## config.mk

```make
export PLATFORM = sky130hd
export DESIGN_NAME = icdt_capture_unit
export DESIGN_NICKNAME = d
export VERILOG_FILES = /design/src/logic/icdt_pkg.sv /design/src/logic/icdt_capture_unit.sv /design/src/logic/icdt_edge.sv
export SDC_FILE = /design/constraint.sdc
export NUM_CORES = 1
export LEC_CHECK = 0
export ABC_AREA = 1
export ABC_CLOCK_PERIOD_IN_PS = 10900
export BUFFER_PORTS_ARGS = -buffer_cell sky130_fd_sc_hd__buf_2
export CORE_MARGIN = 2
export CORE_UTILIZATION = 49
export CTS_BUF_LIST = sky130_fd_sc_hd__clkbuf_16
export CTS_CLUSTER_SIZE = 30
export DETAILED_ROUTE_END_ITERATION = 8
export MAX_ROUTING_LAYER = met4
export PLACE_DENSITY = 0.71
export SETUP_SLACK_MARGIN = 0.4
export SYNTH_ARGS = -nofsm -noshare
export SYNTH_HDL_FRONTEND = slang
export SYNTH_SLANG_ARGS = --single-unit
```

## constraint.sdc

```tcl
create_clock -name i_clock -period 10.9 [get_ports i_clock]
set_clock_uncertainty 0.2 [all_clocks]
set_input_delay 2.725 -clock i_clock [delete_from_list [all_inputs] [get_ports i_clock]]
set_output_delay 2.725 -clock i_clock [all_outputs]
set_load 0.03 [all_outputs]
```

## src/logic/icdt_pkg.sv

```systemverilog
// Constants, field layout and config carriers of the capture unit.
// Assumes a 16-bit register port with a two-bit word index.
package icdt_pkg;

    // -------------------------------------------------------------
    // Register map (word index)
    // -------------------------------------------------------------
    localparam logic [1:0]  ADDR_CTRL1  = 2'h0;
    localparam logic [1:0]  ADDR_CTRL2  = 2'h1;
    localparam logic [1:0]  ADDR_FIFO   = 2'h2;
    localparam logic [15:0] CTRL1_RESET = 16'h0000;
    localparam logic [15:0] CTRL2_RESET = 16'h000d;

    // -------------------------------------------------------------
    // Field positions
    // -------------------------------------------------------------
    localparam int SIDL_BIT    = 13;
    localparam int TSEL_LSB    = 10;
    localparam int ICI_LSB     = 5;
    localparam int OV_BIT      = 4;
    localparam int BNE_BIT     = 3;
    localparam int MODE_LSB    = 0;
    localparam int CASCADE_BIT = 8;
    localparam int TRIG_BIT    = 7;
    localparam int TSTAT_BIT   = 6;
    localparam int SSEL_LSB    = 0;

    // -------------------------------------------------------------
    // Encodings
    // -------------------------------------------------------------
    localparam logic [2:0]  MODE_OFF    = 3'h0;
    localparam logic [2:0]  MODE_BOTH   = 3'h1;
    localparam logic [2:0]  MODE_FALL   = 3'h2;
    localparam logic [2:0]  MODE_RISE   = 3'h3;
    localparam logic [2:0]  MODE_DIV4   = 3'h4;
    localparam logic [2:0]  MODE_DIV16  = 3'h5;
    localparam logic [2:0]  MODE_UNUSED = 3'h6;
    localparam logic [2:0]  MODE_WAKE   = 3'h7;
    localparam logic [2:0]  TSEL_SYSCLK = 3'h7;
    localparam logic [2:0]  TSEL_RSV_A  = 3'h6;
    localparam logic [2:0]  TSEL_RSV_B  = 3'h5;
    localparam logic [4:0]  SSEL_NONE   = 5'h00;
    localparam logic [3:0]  DIV4_LAST   = 4'h3;
    localparam logic [3:0]  DIV16_LAST  = 4'hf;
    localparam logic [15:0] CNT_MAX     = 16'hffff;
    localparam logic [2:0]  FIFO_DEPTH  = 3'h4;

    typedef struct packed {
        logic       sidl;
        logic [2:0] tsel;
        logic [1:0] captures_per_interrupt;
        logic [2:0] mode;
    } icdt_cfg1_t;

    typedef struct packed {
        logic       cascade;
        logic       trig;
        logic [4:0] ssel;
    } icdt_cfg2_t;

endpackage

```

## src/logic/icdt_capture_unit.sv

```systemverilog
// Input capture unit with its own 16-bit counter and 4-entry FIFO.
// Assumes a synchronous register port and single-cycle source pulses.
//
// Summary of operation
// - Modes: off, both, falling, rising edges
// - Modes four/sixteen rising prescale; 110 disabled
// - Mode 111: rising wake only in sleep/idle
// - Both-edge mode ignores captures-per-interrupt
// - Interrupt every first to fourth capture
// - Not-empty flag tracks stored captures
// - Overflow flag owned by hardware only
// - Time base field selects counter clock
// - Halt-in-idle bit stops unit in idle
// - Cascade bit joins odd/even pair
// - Trigger bit picks trigger or sync
// - Trigger status set by hardware; clear holds counter
// - Source field selects sync/trigger source
// - Sync operation held until source enabled
// - Even module runs synced with odd
// - Odd module settings govern the pair
// - Pair read low odd, high even
// - Capture FIFO is four entries deep
// - Free counter wraps; captures store its value
// - Sync source event resets counter
// - Source none with trigger: software trigger
//
// Decided for this implementation: strobed register access and the register addresses.
`timescale 1ns/1ps
`default_nettype none
module icdt_capture_unit
    import icdt_pkg::*;
#(
    parameter logic IS_EVEN = 1'b0
)
(
    input  wire logic        i_clock,
    input  wire logic        i_resetn,
    input  wire logic [1:0]  i_addr,
    input  wire logic [15:0] i_wdata,
    input  wire logic        i_wr,
    input  wire logic        i_rd,
    input  wire logic        i_capture_pin,
    input  wire logic [4:0]  i_time_base_ticks,
    input  wire logic [31:0] i_sync_events,
    input  wire logic [31:0] i_source_enabled,
    input  wire logic        i_cpu_idle,
    input  wire logic        i_cpu_sleep,
    input  wire logic        i_pair_wrap,
    input  wire logic        i_pair_capture,
    input  wire logic        i_pair_run,
    output logic      [15:0] o_rdata,
    output logic             o_capture_irq,
    output logic             o_wake_irq,
    output logic             o_wrap,
    output logic             o_capture,
    output logic             o_run
);
    icdt_cfg1_t  cfg1_r, cfg1_nxt;
    icdt_cfg2_t  cfg2_r, cfg2_nxt;
    logic        tstat_r, tstat_nxt;
    logic [15:0] cnt_r, cnt_nxt;
    logic [15:0] mem_r [4];
    logic [15:0] mem_nxt [4];
    logic [1:0]  wp_r, wp_nxt, rp_r, rp_nxt;
    logic [2:0]  fill_r, fill_nxt;
    logic        ov_r, ov_nxt;
    logic [1:0]  ici_cnt_r, ici_cnt_nxt;
    logic [15:0] rdata_r, rdata_nxt;
    logic        irq_r, irq_nxt, wake_r, wake_nxt;
    logic        wrap_r, wrap_nxt, capo_r, capo_nxt, run_r;
    logic        slave, halted, active, edge_cap, edge_rise, cap_evt;
    logic        tick, src_evt, src_on, trig_mode, hw_set, run;
    logic        push, pop, full, ovf, store;

    // -------------------------------------------------------------
    // Edge detection
    // -------------------------------------------------------------
    icdt_edge u_edge (
        .i_clock   (i_clock),
        .i_resetn  (i_resetn),
        .i_pin     (i_capture_pin),
        .i_mode    (cfg1_r.mode),
        .i_enable  (active & ~slave),
        .o_capture (edge_cap),
        .o_rise    (edge_rise)
    );

    // -------------------------------------------------------------
    // Mode, time base and source decode
    // -------------------------------------------------------------
    // Even half of a pair takes its clock, edges and run from the odd half
    always_comb begin
        slave   = IS_EVEN & cfg2_r.cascade;
        halted  = i_cpu_sleep | (i_cpu_idle & cfg1_r.sidl);
        active  = ~halted & (cfg1_r.mode != MODE_OFF) & (cfg1_r.mode != MODE_UNUSED)
                  & (cfg1_r.mode != MODE_WAKE);
        cap_evt = slave ? i_pair_capture : edge_cap;
        case (cfg1_r.tsel)
            TSEL_SYSCLK: tick = 1'b1;
            TSEL_RSV_A, TSEL_RSV_B: tick = 1'b0;
            default: tick = i_time_base_ticks[cfg1_r.tsel];
        endcase
        if (slave) begin
            tick = i_pair_wrap;
        end
        // Code zero names no source, so it never fires and always counts as enabled
        src_evt   = (cfg2_r.ssel != SSEL_NONE) & i_sync_events[cfg2_r.ssel];
        src_on    = (cfg2_r.ssel == SSEL_NONE) | i_source_enabled[cfg2_r.ssel];
        trig_mode = cfg2_r.trig;
        hw_set    = trig_mode ? src_evt : src_on;
        run       = slave ? i_pair_run : tstat_r;
    end

    // -------------------------------------------------------------
    // Control registers and trigger status
    // -------------------------------------------------------------
    // A trigger-event hardware set wins over a software write of zero
    always_comb begin
        cfg1_nxt  = cfg1_r;
        cfg2_nxt  = cfg2_r;
        tstat_nxt = trig_mode ? (tstat_r | hw_set) : hw_set;
        if (i_wr && i_addr == ADDR_CTRL1) begin
            cfg1_nxt.sidl = i_wdata[SIDL_BIT];
            cfg1_nxt.tsel = i_wdata[TSEL_LSB +: 3];
            cfg1_nxt.captures_per_interrupt  = i_wdata[ICI_LSB +: 2];
            cfg1_nxt.mode = i_wdata[MODE_LSB +: 3];
        end
        if (i_wr && i_addr == ADDR_CTRL2) begin
            cfg2_nxt.cascade = i_wdata[CASCADE_BIT];
            cfg2_nxt.trig    = i_wdata[TRIG_BIT];
            cfg2_nxt.ssel    = i_wdata[SSEL_LSB +: 5];
            // Only a trigger event may override the written value; the
            // sync-mode level takes over again on the next cycle
            tstat_nxt        = i_wdata[TSTAT_BIT] | (trig_mode & src_evt);
        end
    end

    // -------------------------------------------------------------
    // Dedicated counter
    // -------------------------------------------------------------
    always_comb begin
        cnt_nxt  = cnt_r;
        wrap_nxt = 1'b0;
        if (!run) begin
            cnt_nxt = 16'h0000;
        end else if (halted) begin
            cnt_nxt = cnt_r;
        end else if (!trig_mode && src_evt) begin
            cnt_nxt = 16'h0000;
        end else if (tick) begin
            cnt_nxt  = cnt_r + 16'h0001;
            wrap_nxt = (cnt_r == CNT_MAX);
        end
    end

    // -------------------------------------------------------------
    // Capture FIFO
    // -------------------------------------------------------------
    // A capture into a full FIFO is dropped unless a read frees a slot
    always_comb begin
        push     = cap_evt & (active | slave);
        pop      = i_rd & (i_addr == ADDR_FIFO) & (fill_r != 3'h0);
        full     = (fill_r == FIFO_DEPTH);
        ovf      = push & full & ~pop;
        store    = push & ~ovf;
        wp_nxt   = store ? wp_r + 2'h1 : wp_r;
        rp_nxt   = pop ? rp_r + 2'h1 : rp_r;
        fill_nxt = fill_r + {2'b00, store} - {2'b00, pop};
        for (int i = 0; i < 4; i++) begin
            mem_nxt[i] = (store && wp_r == i[1:0]) ? cnt_r : mem_r[i];
        end
        // Overflow clears when reads empty the FIFO; a new one wins
        ov_nxt = ov_r;
        if (fill_nxt == 3'h0) begin
            ov_nxt = 1'b0;
        end
        if (ovf) begin
            ov_nxt = 1'b1;
        end
    end

    // -------------------------------------------------------------
    // Interrupt pacing and wake
    // -------------------------------------------------------------
    always_comb begin
        ici_cnt_nxt = ici_cnt_r;
        irq_nxt     = 1'b0;
        if (!active || slave) begin
            ici_cnt_nxt = 2'h0;
        end else if (store) begin
            if (cfg1_r.mode == MODE_BOTH) begin
                irq_nxt = 1'b1;
            end else if (ici_cnt_r == cfg1_r.captures_per_interrupt) begin
                irq_nxt     = 1'b1;
                ici_cnt_nxt = 2'h0;
            end else begin
                ici_cnt_nxt = ici_cnt_r + 2'h1;
            end
        end
        wake_nxt = (cfg1_r.mode == MODE_WAKE) & (i_cpu_sleep | i_cpu_idle) & edge_rise;
        capo_nxt = store;
    end

    // -------------------------------------------------------------
    // Read port
    // -------------------------------------------------------------
    // Data stand one cycle after the strobe; unmapped words read zero
    always_comb begin
        rdata_nxt = 16'h0000;
        if (i_rd) begin
            case (i_addr)
                ADDR_CTRL1: begin
                    rdata_nxt[SIDL_BIT]        = cfg1_r.sidl;
                    rdata_nxt[TSEL_LSB +: 3]   = cfg1_r.tsel;
                    rdata_nxt[ICI_LSB +: 2]    = cfg1_r.captures_per_interrupt;
                    rdata_nxt[OV_BIT]          = ov_r;
                    rdata_nxt[BNE_BIT]         = (fill_r != 3'h0);
                    rdata_nxt[MODE_LSB +: 3]   = cfg1_r.mode;
                end
                ADDR_CTRL2: begin
                    rdata_nxt[CASCADE_BIT]     = cfg2_r.cascade;
                    rdata_nxt[TRIG_BIT]        = cfg2_r.trig;
                    rdata_nxt[TSTAT_BIT]       = tstat_r;
                    rdata_nxt[SSEL_LSB +: 5]   = cfg2_r.ssel;
                end
                ADDR_FIFO: rdata_nxt = pop ? mem_r[rp_r] : 16'h0000;
                default: rdata_nxt = 16'h0000;
            endcase
        end
    end

    // -------------------------------------------------------------
    // State registers
    // -------------------------------------------------------------
    always_ff @(posedge i_clock) begin
        if (!i_resetn) begin
            cfg1_r    <= icdt_cfg1_t'({CTRL1_RESET[SIDL_BIT], CTRL1_RESET[TSEL_LSB +: 3],
                                       CTRL1_RESET[ICI_LSB +: 2], CTRL1_RESET[MODE_LSB +: 3]});
            cfg2_r    <= icdt_cfg2_t'({CTRL2_RESET[CASCADE_BIT], CTRL2_RESET[TRIG_BIT],
                                       CTRL2_RESET[SSEL_LSB +: 5]});
            tstat_r   <= CTRL2_RESET[TSTAT_BIT];
            cnt_r     <= 16'h0000;
            wp_r      <= 2'h0;
            rp_r      <= 2'h0;
            fill_r    <= 3'h0;
            ov_r      <= 1'b0;
            ici_cnt_r <= 2'h0;
            rdata_r   <= 16'h0000;
            irq_r     <= 1'b0;
            wake_r    <= 1'b0;
            wrap_r    <= 1'b0;
            capo_r    <= 1'b0;
            run_r     <= 1'b0;
            for (int i = 0; i < 4; i++) begin
                mem_r[i] <= 16'h0000;
            end
        end else begin
            cfg1_r    <= cfg1_nxt;
            cfg2_r    <= cfg2_nxt;
            tstat_r   <= tstat_nxt;
            cnt_r     <= cnt_nxt;
            wp_r      <= wp_nxt;
            rp_r      <= rp_nxt;
            fill_r    <= fill_nxt;
            ov_r      <= ov_nxt;
            ici_cnt_r <= ici_cnt_nxt;
            rdata_r   <= rdata_nxt;
            irq_r     <= irq_nxt;
            wake_r    <= wake_nxt;
            wrap_r    <= wrap_nxt;
            capo_r    <= capo_nxt;
            run_r     <= run;
            for (int i = 0; i < 4; i++) begin
                mem_r[i] <= mem_nxt[i];
            end
        end
    end

    assign o_rdata       = rdata_r;
    assign o_capture_irq = irq_r;
    assign o_wake_irq    = wake_r;
    assign o_wrap        = wrap_r;
    assign o_capture     = capo_r;
    assign o_run         = run_r;
endmodule
`default_nettype wire

```

## src/logic/icdt_edge.sv

```systemverilog
// Edge detector and capture prescaler for the capture input pin.
// Assumes the pin is already synchronous to i_clock.
`timescale 1ns/1ps
`default_nettype none
module icdt_edge
    import icdt_pkg::*;
(
    input  wire logic       i_clock,
    input  wire logic       i_resetn,
    input  wire logic       i_pin,
    input  wire logic [2:0] i_mode,
    input  wire logic       i_enable,
    output logic            o_capture,
    output logic            o_rise
);
    logic       pin_d_r;
    logic       pin_d_nxt;
    logic [3:0] pre_r;
    logic [3:0] pre_nxt;
    logic       rise;
    logic       fall;
    logic [3:0] last;

    // -------------------------------------------------------------
    // Edge decode and prescale
    // -------------------------------------------------------------
    // Prescaler restarts whenever the unit is off, so the first
    // capture after enabling always needs a full count of edges
    always_comb begin
        pin_d_nxt = i_pin;
        rise      = i_pin & ~pin_d_r;
        fall      = ~i_pin & pin_d_r;
        last      = (i_mode == MODE_DIV4) ? DIV4_LAST : DIV16_LAST;
        pre_nxt   = pre_r;
        o_capture = 1'b0;
        if (!i_enable) begin
            pre_nxt = 4'h0;
        end else begin
            case (i_mode)
                MODE_BOTH: o_capture = rise | fall;
                MODE_FALL: o_capture = fall;
                MODE_RISE: o_capture = rise;
                MODE_DIV4, MODE_DIV16: begin
                    if (rise) begin
                        o_capture = (pre_r == last);
                        pre_nxt   = (pre_r == last) ? 4'h0 : pre_r + 4'h1;
                    end
                end
                default: o_capture = 1'b0;
            endcase
        end
        o_rise = rise;
    end

    always_ff @(posedge i_clock) begin
        if (!i_resetn) begin
            pin_d_r <= 1'b0;
            pre_r   <= 4'h0;
        end else begin
            pin_d_r <= pin_d_nxt;
            pre_r   <= pre_nxt;
        end
    end

endmodule
`default_nettype wire

```

==> reports/results.ini, run 1 <==
[logic_synthesis]
synth_top_cell_area_share_pct = 28.34
synthesis.nets = 941
syn_avg_cell_area_sq_um = 8.179
yosysUniqueCellTypes = 40
postSynth.asyncResetShare_pct = 0
synth-seq-cells = 135
synth_flop_cell = dfxtp_1
synth_edf_count = 64
syn_inst = 829
yosysTopAreaCell = edfxtp_1
synth.area.top_cells = edfxtp_1 28%, dfxtp_1 21%, nor2_1 10%
synthesis.area_sq_mm = 0.006780
yosys_warnings = 0
ys_seq_area_share_pct = 49.31

[floorplanning]
start_util_pct = 50.60
rows = 42
core-area_sq_mm = 0.01340
die_height_microns = 121.6
dieArea_sq_mm = 0.01479
io-pin-count = 118
die_w_microns = 121.6

[clock_tree]
cts_tree = done
cts.sinks = 135
cts_setup_buffers = 0
ctsResizeCount = 0
hold_buffers = 0
clock-root-buffer = clkbuf_16
clk_latency_ps = 420
cts.path.max_buffers = 2
clk_pin_slew_ps = 50
htreeDepth = 4
numCtsBuffers = 17

[timing]
fin_crit_ps = 5704
setup_violations = 0
rsz0062_at_grt = no
slew_headroom_pct = 20.39
hold-worst-slack_ps = 282.8
period_share_pct = 52.33
fin_setup_tns_ps = 0
hold_violations = 0
report.final.slew_viol_count = 0
worst_slew_pin_slew_ps = 1192
fmax_mhz = 175.3

[min_path]
hp-start = ov_r
min_path_type = reg2reg
worst_hold_path.endpoint = ov_r
min_path_cells = 2

[detailed_routing]
drc = 0
drt_wl_total_microns = 17210
via_count = 6067
ant_nets = 0
routed_via_density = 5.471
wire_per_inst_microns = 15.52
firstDrtPassIters = 6
drt_iter0_drc = 583

[finish]
final_nets = 1032
layout_commonest_cell = nor2_1
most-common-layout-cells = 183 x nor2_1, 110 x buf_2, 104 x nand2_1
n_antenna_cell = 0
drive_above_1_share_pct = 16.51
syn_to_final_growth_pct = 17.12

[pwr]
share_comb_of_total_power_pct = 8.2
p_sw_uw = 281.4
powerDensity_mw_per_mm2 = 152.8
pwr-share-seq_pct = 45.8
power.leakage_nw = 3.267
power.share.clock_pct = 45.9
peakVddDrop_uv = 131.7
swShare_pct = 23.20
intPower_uw = 931.7

[global_routing]
gr-total-overflow = 0
grt_pass1_vias = 5749
grt_max_degree = 35
grt_pass1_wl_microns = 27530
antenna_found_initial = 0
grtUsageTotal_pct = 24.77

[worst_setup_path]
cp-start-kind = input pin
timing.rr.end = o_wrap
reg2reg_depth = 9
cp_max_fo = 16
setup.worst_path.class = in2reg
rrSetupSlack_ps = 7230
rr_startpoint = cfg2_r[0]
cp.arrival_ps = 5780
setup.worst_path.end_class = flop
required_ps = 10980

[flow_run]
cap_violations = 0

[placement]
dpl.hpwl_microns = 11480
port_buffers = 110
place_congestion = 0.8771

[status]
status = finished, final reports clean

[Yosys cell counts, drive strengths merged (11+ instances only)]
master	n
dfxtp	71
clkbuf	25
xor2	13
inv	71
ha	14
nor2	186
buf	14
edfxtp	64
a21oi	46
nand4	24
nor3	12
o21ai	64
o22ai	11
nand2	110
nand3	63
[worst max-delay path: stages]
cell and delay (ps):
buf_2 120, a21oi_4 510, inv_2 90, nor3_1 210, inv_1 110, a21oi_2 340
nand2_4 160, ha_1 300, inv_1 60, ha_1 130, inv_1 50, fa_1 370
xnor2_1 170, xor2_1 200, nand3b_1 100, nand2_1 70, a21oi_1 60
[metal layers]
metal | vias up | wire, microns | global-route usage, % | share of wire, %
met5 | - | 0 | - | 0
met4 | 0 | 245 | 7.543 | 1.4
met3 | 23 | 1262 | 5.571 | 7.3
met2 | 221 | 8273 | 40.63 | 48
met1 | 2827 | 7427 | 30.74 | 43
li1 | 2996 | - | - | -
[per-stage QoR]
stage          std cells  power, mW  utilization [%]  area (sq um)  worst slack [ps]
6_report            1109      1.213            59.26          7941              5196
5_1_grt             1109      1.253            59.26          7941              4924
4_1_cts             1109      1.216            59.26          7941              5226
3_5_place_dp        1077     0.6649            54.99          7368              4800
3_3_place_gp        1077     0.6638            54.99          7368              4837
2_1_floorplan        829     0.6268                -          6780              5427
[final cells by class]
type,count,area (sq um)
clock buffers,17,425.4
clock inverters,15,147.6
fillers,1178,5459
inverters,71,266.5
multi-input cells,584,2980
flip-flops and latches,135,3343
well taps,176,220.2
repair buffers,111,558.0
[kinds of logic (layout without fill, tap and decap cells)]
logic type      count (synthesis)  count (layout)  synth area share, %
fa+ha+maj                      15              15                2.879
flops                         135             135                49.31
xor+xnor                       17              17                2.196
compound gates                148             148                12.60
buf+inv                       110             214                6.736
simple gates                  404             404                26.28
[how the worst max path moves through the flow]
stage                   from    to  slack (ps)  cells past startpoint
3_3_place_gp      i_cpu_idle  ov_r        4840                     17
3_5_place_dp      i_cpu_idle  ov_r        4800                     17
2_1_floorplan  i_capture_pin  ov_r        5430                     18
5_1_grt           i_cpu_idle  ov_r        4920                     17
6_report          i_cpu_idle  ov_r        5200                     17
4_1_cts           i_cpu_idle  ov_r        5230                     17
[registers in the layout (all words and copies together) (netlist names), 3 cells and up, named ones only]
signal	count
mem_r	64
u_edge.pre_r	4
cfg1_r	9
cfg2_r	6
cnt_r	16
o_rdata	16
fill_r	3
[power by group through the flow]
stage / registers [mW] / clock network, mW / logic (mW)
finish: 0.556 / 0.557 / 0.0999
global route: 0.558 / 0.583 / 0.112
CTS: 0.556 / 0.561 / 0.0994
detailed placement: 0.566 / 0 / 0.0986
global placement: 0.566 / 0 / 0.0976
floorplan: 0.562 / 0 / 0.0646
No activity file was read; power rests on OpenSTA's default activity.
==> inputs of run 2 (changes only) <==
--- a/config.mk
+++ b/config.mk
@@ -5,8 +5,8 @@
 export SDC_FILE = /design/constraint.sdc
 export NUM_CORES = 1
 export LEC_CHECK = 0
-export ABC_AREA = 1
-export ABC_CLOCK_PERIOD_IN_PS = 10900
+export ABC_AREA = 0
+export ABC_CLOCK_PERIOD_IN_PS = 4570
 export BUFFER_PORTS_ARGS = -buffer_cell sky130_fd_sc_hd__buf_2
 export CORE_MARGIN = 2
 export CORE_UTILIZATION = 49
@@ -14,7 +14,7 @@
 export CTS_CLUSTER_SIZE = 30
 export DETAILED_ROUTE_END_ITERATION = 8
 export MAX_ROUTING_LAYER = met4
-export PLACE_DENSITY = 0.71
+export PLACE_DENSITY = 0.74
 export SETUP_SLACK_MARGIN = 0.4
 export SYNTH_ARGS = -nofsm -noshare
 export SYNTH_HDL_FRONTEND = slang
==> constraint.sdc (replaced) <==
create_clock -name i_clock -period 4.57 [get_ports i_clock]
set_clock_uncertainty 0.2 [all_clocks]
set_input_delay 1.1425 -clock i_clock [delete_from_list [all_inputs] [get_ports i_clock]]
set_output_delay 1.1425 -clock i_clock [all_outputs]
set_load 0.03 [all_outputs]
==> run 2 against run 1 <==
Non-clock buffer count up 14. Final cell count decreased by 21%. Via count down 16%. Final area fell by 0.13%. Critical path depth is 1 lower. Synthesized area down 1.0%. Critical path type unchanged. Clock power grew 120%. Routed wire length fell by 7.6%. Flip-flop and latch count did not move. Combinational power is 99% higher. Global-route usage is 0.88 points lower. Sequential power rose by 140%.
==> reports/results.ini, run 2 <==
[status]
status = finished, final reports clean

[pwr]
finalPower_mw = 2.745  ; +130%
powerDensity_mw_per_mm2 = 346.1  ; +130%
power.leakage_nw = 3.243  ; -0.75%
peakVddDrop_uv = 275.3  ; +110%

[floorplanning]
rows = 42  ; unchanged
io-pin-count = 118  ; unchanged
core-area_sq_mm = 0.01330  ; -0.78%
start_util_pct = 50.47  ; -0.13 points
die_height_microns = 121.0  ; -0.50%
die_w_microns = 121.0  ; -0.50%
dieArea_sq_mm = 0.01465  ; -1.0%

[logic_synthesis]
syn_avg_cell_area_sq_um = 11.35  ; +39%
synthesis.area_sq_mm = 0.006710  ; -1.0%
synth-seq-cells = 135  ; unchanged
postSynth.asyncResetShare_pct = 0  ; unchanged
syn_inst = 591  ; -29%
yosysUniqueCellTypes = 62  ; +55%
yosysTopAreaCell = edfxtp_1
synth.area.top_cells = edfxtp_1 29%, dfxtp_1 21%, mux4_2 9.4%
yosys_warnings = 0  ; unchanged
synthesis.nets = 703  ; -25%
ys_seq_area_share_pct = 49.82  ; +0.51 points
synth_flop_cell = dfxtp_1
synth_edf_count = 64  ; unchanged
synth_top_cell_area_share_pct = 28.64  ; +0.30 points
synth_common_cells = 71 x and3_1, 71 x dfxtp_1, 64 x edfxtp_1

[detailed_routing]
drc = 0  ; unchanged
ant_nets = 0  ; unchanged
routed_via_density = 5.811  ; +6.2%
firstDrtPassIters = 6  ; unchanged
via_count = 5102  ; -16%
wire_per_inst_microns = 18.10  ; +17%
drt_wl_total_microns = 15900  ; -7.6%
drt_iter0_drc = 489  ; -16%

[global_routing]
gr-total-overflow = 0  ; unchanged
grt_max_degree = 67  ; +91%
antenna_found_initial = 0  ; unchanged
grt_pass1_vias = 5119  ; -11%
grtUsageTotal_pct = 23.89  ; -0.88 points
grt_pass1_wl_microns = 26250  ; -4.6%

[finish]
final_nets = 801  ; -22%
most-common-layout-cells = 109 x buf_2, 71 x and3_1, 71 x dfxtp_1
fillCellCount = 1067  ; -9.4%
layout_commonest_cell = buf_2
drive_above_1_share_pct = 29.06  ; +13 points
fin_util_pct = 59.66  ; +0.39 points
largest-register = mem_r
syn_to_final_growth_pct = 18.20
largest_reg_flops = 64  ; unchanged
n_antenna_cell = 0  ; unchanged

[flow_run]
cap_violations = 0  ; unchanged

[worst_setup_path]
cp.arrival_ps = 3950  ; -1830 ps
cp_max_fo = 7  ; -9
setup.worst_path.end_class = flop
required_ps = 4650  ; -6330 ps
setup.worst_path.class = in2reg
cp-start-kind = input pin

[clock_tree]
cts_tree = done
hold_buffers = 0  ; unchanged
htreeDepth = 4  ; unchanged
clk_latency_ps = 420  ; about the same
clock-root-buffer = clkbuf_16
cts.path.max_buffers = 2  ; unchanged
cts.sinks = 135  ; unchanged
clk_pin_slew_ps = 50  ; about the same
numCtsBuffers = 17  ; unchanged

[timing]
rsz0062_at_grt = no
worst_slew_pin_slew_ps = 875.4  ; -317.0 ps
slew_headroom_pct = 41.56  ; +21 points
hold_violations = 0  ; unchanged
report.final.slew_viol_count = 0  ; unchanged
fin_setup_tns_ps = 0  ; unchanged
fmax_mhz = 258.3
period_share_pct = 84.71
fin_crit_ps = 3871
layout_setup_ws_ps = 698.6  ; -4497 ps
setup_violations = 0  ; unchanged

[placement]
dpl.hpwl_microns = 11150  ; -2.9%
place_congestion = 0.8613  ; -1.8%
port_buffers = 109  ; -0.91%
place_ws_ps = 222.5  ; -4578 ps

[min_path]
min_path_type = reg2reg

-- run 2: cell type report --
type	count	area (sq um)	share of cell area, %
inverter	20	75.07	0.9465
tap	176	220.2	2.776
clock buffer	18	450.4	5.679
sequential	135	3343	42.15
multi-input combinational	390	3095	39.03
clock inverter	14	81.33	1.025
timing repair buffer	125	665.6	8.392
-- run 2: where the power goes --
group / total, mW / switching (mW) / internal (mW)
clock network: 1.22 / 0.469 / 0.754
registers: 1.32 / 0.0242 / 1.30
logic: 0.199 / 0.106 / 0.0932
-- run 2: repair_timing --
item / 4_1_cts / 5_1_grt
endpoints found under the setup margin: 0 / 1
buffers inserted: 0 / 0
endpoints found under the hold margin: 0 / 0
gates resized for setup: 0 / 2
-- run 2: critical path, cell delays in order --
cell and delay [ps]:
buf_2 90, ha_1 190, and3b_1 270, and2_2 220, a2bb2oi_4 90, or2_2 400, ha_1 300, inv_1 60
ha_1 130, inv_1 50, fa_1 370, xnor2_1 150, xnor2_1 130, o21ai_0 160, o31a_1 150, nor2_1 40
-- run 2: layer usage --
metal | global-route usage [%] | share of wire [%] | up-vias
met3 | 5.263 | 5.8 | 25
li1 | - | - | 2401
met2 | 38.62 | 50 | 167
met4 | 8.140 | 1.4 | 0
met5 | - | 0 | -
met1 | 29.87 | 43 | 2509
-- run 2: stage by stage --
stage / hold slack (ps) / instance area, sq um / cells
2_1_floorplan: 236.8 / 6710 / 591
3_3_place_gp: 264.4 / 7387 / 846
3_5_place_dp: 267.5 / 7387 / 846
4_1_cts: 274.8 / 7919 / 878
5_1_grt: 321.4 / 7931 / 878
6_report: 278.2 / 7931 / 878
-- run 2: worst paths after layout --
check / from / end / slack, ps / cells past startpoint
min: cfg2_r[6] / cfg2_r[6] / 280 / 2
max: i_capture_pin / ov_r / 700 / 16
max reg2reg: cfg1_r[2] / ov_r / 950 / 14
min reg2reg: cfg2_r[6] / cfg2_r[6] / 280 / 2
-- run 2: kinds of logic after synthesis --
| logic type | share of synthesized area [%] |
|---|---|
| AOI/OAI and AO/OA | 7.235 |
| xor gates and xnor gates | 2.480 |
| adders and majority gates | 2.909 |
| muxes | 12.36 |
| DFF | 49.82 |
| buffers and inverters | 4.326 |
| and+or+nand+nor | 20.87 |
==> inputs of run 3 (changes only) <==
--- a/config.mk
+++ b/config.mk
@@ -5,8 +5,8 @@
 export SDC_FILE = /design/constraint.sdc
 export NUM_CORES = 1
 export LEC_CHECK = 0
-export ABC_AREA = 0
-export ABC_CLOCK_PERIOD_IN_PS = 4570
+export ABC_AREA = 1
+export ABC_CLOCK_PERIOD_IN_PS = 3500
 export BUFFER_PORTS_ARGS = -buffer_cell sky130_fd_sc_hd__buf_2
 export CORE_MARGIN = 2
 export CORE_UTILIZATION = 49
==> constraint.sdc (replaced) <==
create_clock -name i_clock -period 3.5 [get_ports i_clock]
set_clock_uncertainty 0.2 [all_clocks]
set_input_delay 0.875 -clock i_clock [delete_from_list [all_inputs] [get_ports i_clock]]
set_output_delay 0.875 -clock i_clock [all_outputs]
set_load 0.03 [all_outputs]
==> run 3 against run 2 <==
Sequential power is 30% higher. Critical endpoint unchanged. Utilization grew 1.1 points. Routed wire length rose by 9.3%. Critical path depth grew 1. Clock power rose by 23%. Largest power group unchanged. Die area grew 1.0%.
==> reports/results.ini, run 3 (synthesis results as in run 1) <==
[status]
status = finished, final reports clean

[timing]
period_share_pct = 87.18
report.final.slew_viol_count = 0  ; unchanged
worst_slew_pin_slew_ps = 919.5  ; +44.09 ps
setup_violations = 0  ; unchanged
fmax_mhz = 327.7
slew_headroom_pct = 38.63  ; -2.9 points
fin_crit_ps = 3051
hold_violations = 0  ; unchanged
rsz0062_at_grt = yes
hold-worst-slack_ps = 274.9  ; -3.292 ps
fin_setup_tns_ps = 0  ; unchanged

[floorplanning]
core-area_sq_mm = 0.01340  ; +0.79%
die_height_microns = 121.6  ; +0.50%
start_util_pct = 50.60  ; +0.13 points
dieArea_sq_mm = 0.01479  ; +1.0%
rows = 42  ; unchanged
io-pin-count = 118  ; unchanged
die_w_microns = 121.6  ; +0.50%

[detailed_routing]
drc = 0  ; unchanged
via_count = 6070  ; +19%
wire_per_inst_microns = 15.30  ; -15%
routed_via_density = 5.343  ; -8.0%
drt_iter0_drc = 521  ; +6.5%
drt_wl_total_microns = 17380  ; +9.3%
firstDrtPassIters = 6  ; unchanged
ant_nets = 0  ; unchanged

[min_path]
min_path_cells = 2  ; unchanged
hp-start = rp_r[1]
min_path_type = reg2reg

[worst_setup_path]
cp-start-kind = input pin
cp_max_fo = 3  ; -4
setup.worst_path.end_class = flop
timing.rr.end = ov_r
rrSetupSlack_ps = 580  ; -370 ps
cp.arrival_ps = 3140  ; -810 ps
rr_startpoint = cfg1_r[0]
reg2reg_depth = 16  ; +2
setup.worst_path.class = in2reg
required_ps = 3590  ; -1060 ps

[finish]
n_antenna_cell = 0  ; unchanged
final_cell_count_no_fill = 1136  ; +29%
largest_reg_flops = 64  ; unchanged
drive_above_1_share_pct = 19.58  ; -9.5 points
layout_commonest_cell = nor2_1
fin_area_sq_mm = 0.008148  ; +2.7%
most-common-layout-cells = 183 x nor2_1, 109 x buf_2, 104 x nand2_1
final_nets = 1059  ; +32%
syn_to_final_growth_pct = 20.17
largest-register = mem_r

[pwr]
peakVddDrop_uv = 332.2  ; +21%
finalPower_mw = 3.568  ; +30%
power.share.clock_pct = 42.0  ; -2.6 points
powerDensity_mw_per_mm2 = 437.8  ; +27%
p_sw_uw = 869.8  ; +45%
pwr-share-seq_pct = 48.3  ; about the same
swShare_pct = 24.38  ; +2.5 points
power.leakage_nw = 3.343  ; +3.1%
intPower_mw = 2.698  ; +26%
share_comb_of_total_power_pct = 9.7  ; +2.5 points

[placement]
dp_cells = 1103  ; +30%
dpl-instance-area_sq_mm = 0.007632  ; +3.3%
dpl.hpwl_microns = 12280  ; +10%
place_congestion = 0.9022  ; +4.7%
port_buffers = 110  ; +0.92%

[global_routing]
antenna_found_initial = 0  ; unchanged
gr-total-overflow = 0  ; unchanged
grt_pass1_vias = 5747  ; +12%
grt_pass1_wl_microns = 27860  ; +6.1%
grt_max_degree = 34  ; -49%
grtUsageTotal_pct = 25.18  ; +1.3 points

[clock_tree]
cts.path.max_buffers = 2  ; unchanged
clk_pin_slew_ps = 60  ; about the same
htreeDepth = 4  ; unchanged
numCtsBuffers = 17  ; unchanged
clk_latency_ps = 420  ; about the same
cts_tree = done
clock-root-buffer = clkbuf_16
cts.sinks = 135  ; unchanged

[flow_run]
cap_violations = 0  ; unchanged

[run 3: cell count changes in the layout (fill, tap and decap cells not counted), sizes merged, moves of 28 or more]
cell	previous run	this run
nor2	30	186
and3	72	1
nand2	46	110
o21ai	11	64
inv	29	73
nand3	21	63
mux4	28	0
[run 3: routing by layer]
metal	up-vias	GRT usage (%)	part of all wire, %
li1	3050	-	-
met1	2770	31.72	45
met2	226	39.82	48
met3	24	6.180	6.4
met4	0	8.836	1.4
met5	-	-	0
[run 3: worst max-delay path by stage]
stage                       to  slack (ps)          start  cells past startpoint
after floorplan           ov_r          50  i_capture_pin                     18
after global placement    ov_r         -30  i_capture_pin                     19
after detailed placement  ov_r         -90  i_capture_pin                     19
after CTS                 ov_r         410  i_capture_pin                     19
after global routing      ov_r         330  i_capture_pin                     17
final                     ov_r         450  i_capture_pin                     17
[run 3: repair_timing]
item / CTS / global route
pin swaps: 6 / 0
resized for setup: 0 / 4
gates cloned: 0 / 0
hold buffers: 0 / 0
setup buffers: 0 / 1
endpoints found under the setup margin: 2 / 2
hold endpoints to repair: 0 / 0
[run 3: final cells by class]
type | instances | area, sq um
fill | 1176 | 5253
sequential | 135 | 3346
multi-input combinational | 584 | 3054
timing repair buffer | 138 | 763.2
clock buffer | 17 | 425.4
inverter | 71 | 266.5
tap | 176 | 220.2
clock inverter | 15 | 72.57
[run 3: critical path, stage by stage]
cell	delay [ps]
buf_4	110
inv_1	40
ha_1	260
nor2_1	40
a221oi_2	290
a21oi_4	120
nand2_4	80
ha_4	190
inv_2	60
ha_4	110
inv_2	30
fa_2	350
xnor2_2	140
xor2_1	210
nand3b_1	90
nand2_1	70
a21oi_1	60
[run 3: power by group through the flow]
| stage | logic [mW] | registers [mW] | clock network (mW) |
|---|---|---|---|
| final | 0.347 | 1.72 | 1.50 |
| after global routing | 0.384 | 1.73 | 1.60 |
| after CTS | 0.343 | 1.72 | 1.51 |
| after detailed placement | 0.342 | 1.76 | 0 |
| after global placement | 0.337 | 1.75 | 0 |
| after floorplan | 0.205 | 1.75 | 0 |
[run 3: metrics by stage]
stage          setup WS, ps  utilization [%]
3_5_place_dp         -90.72            56.96
4_1_cts               410.2            60.67
5_1_grt               325.7            60.80
3_3_place_gp         -27.93            56.96
6_report              448.8            60.80
2_1_floorplan         48.79                -
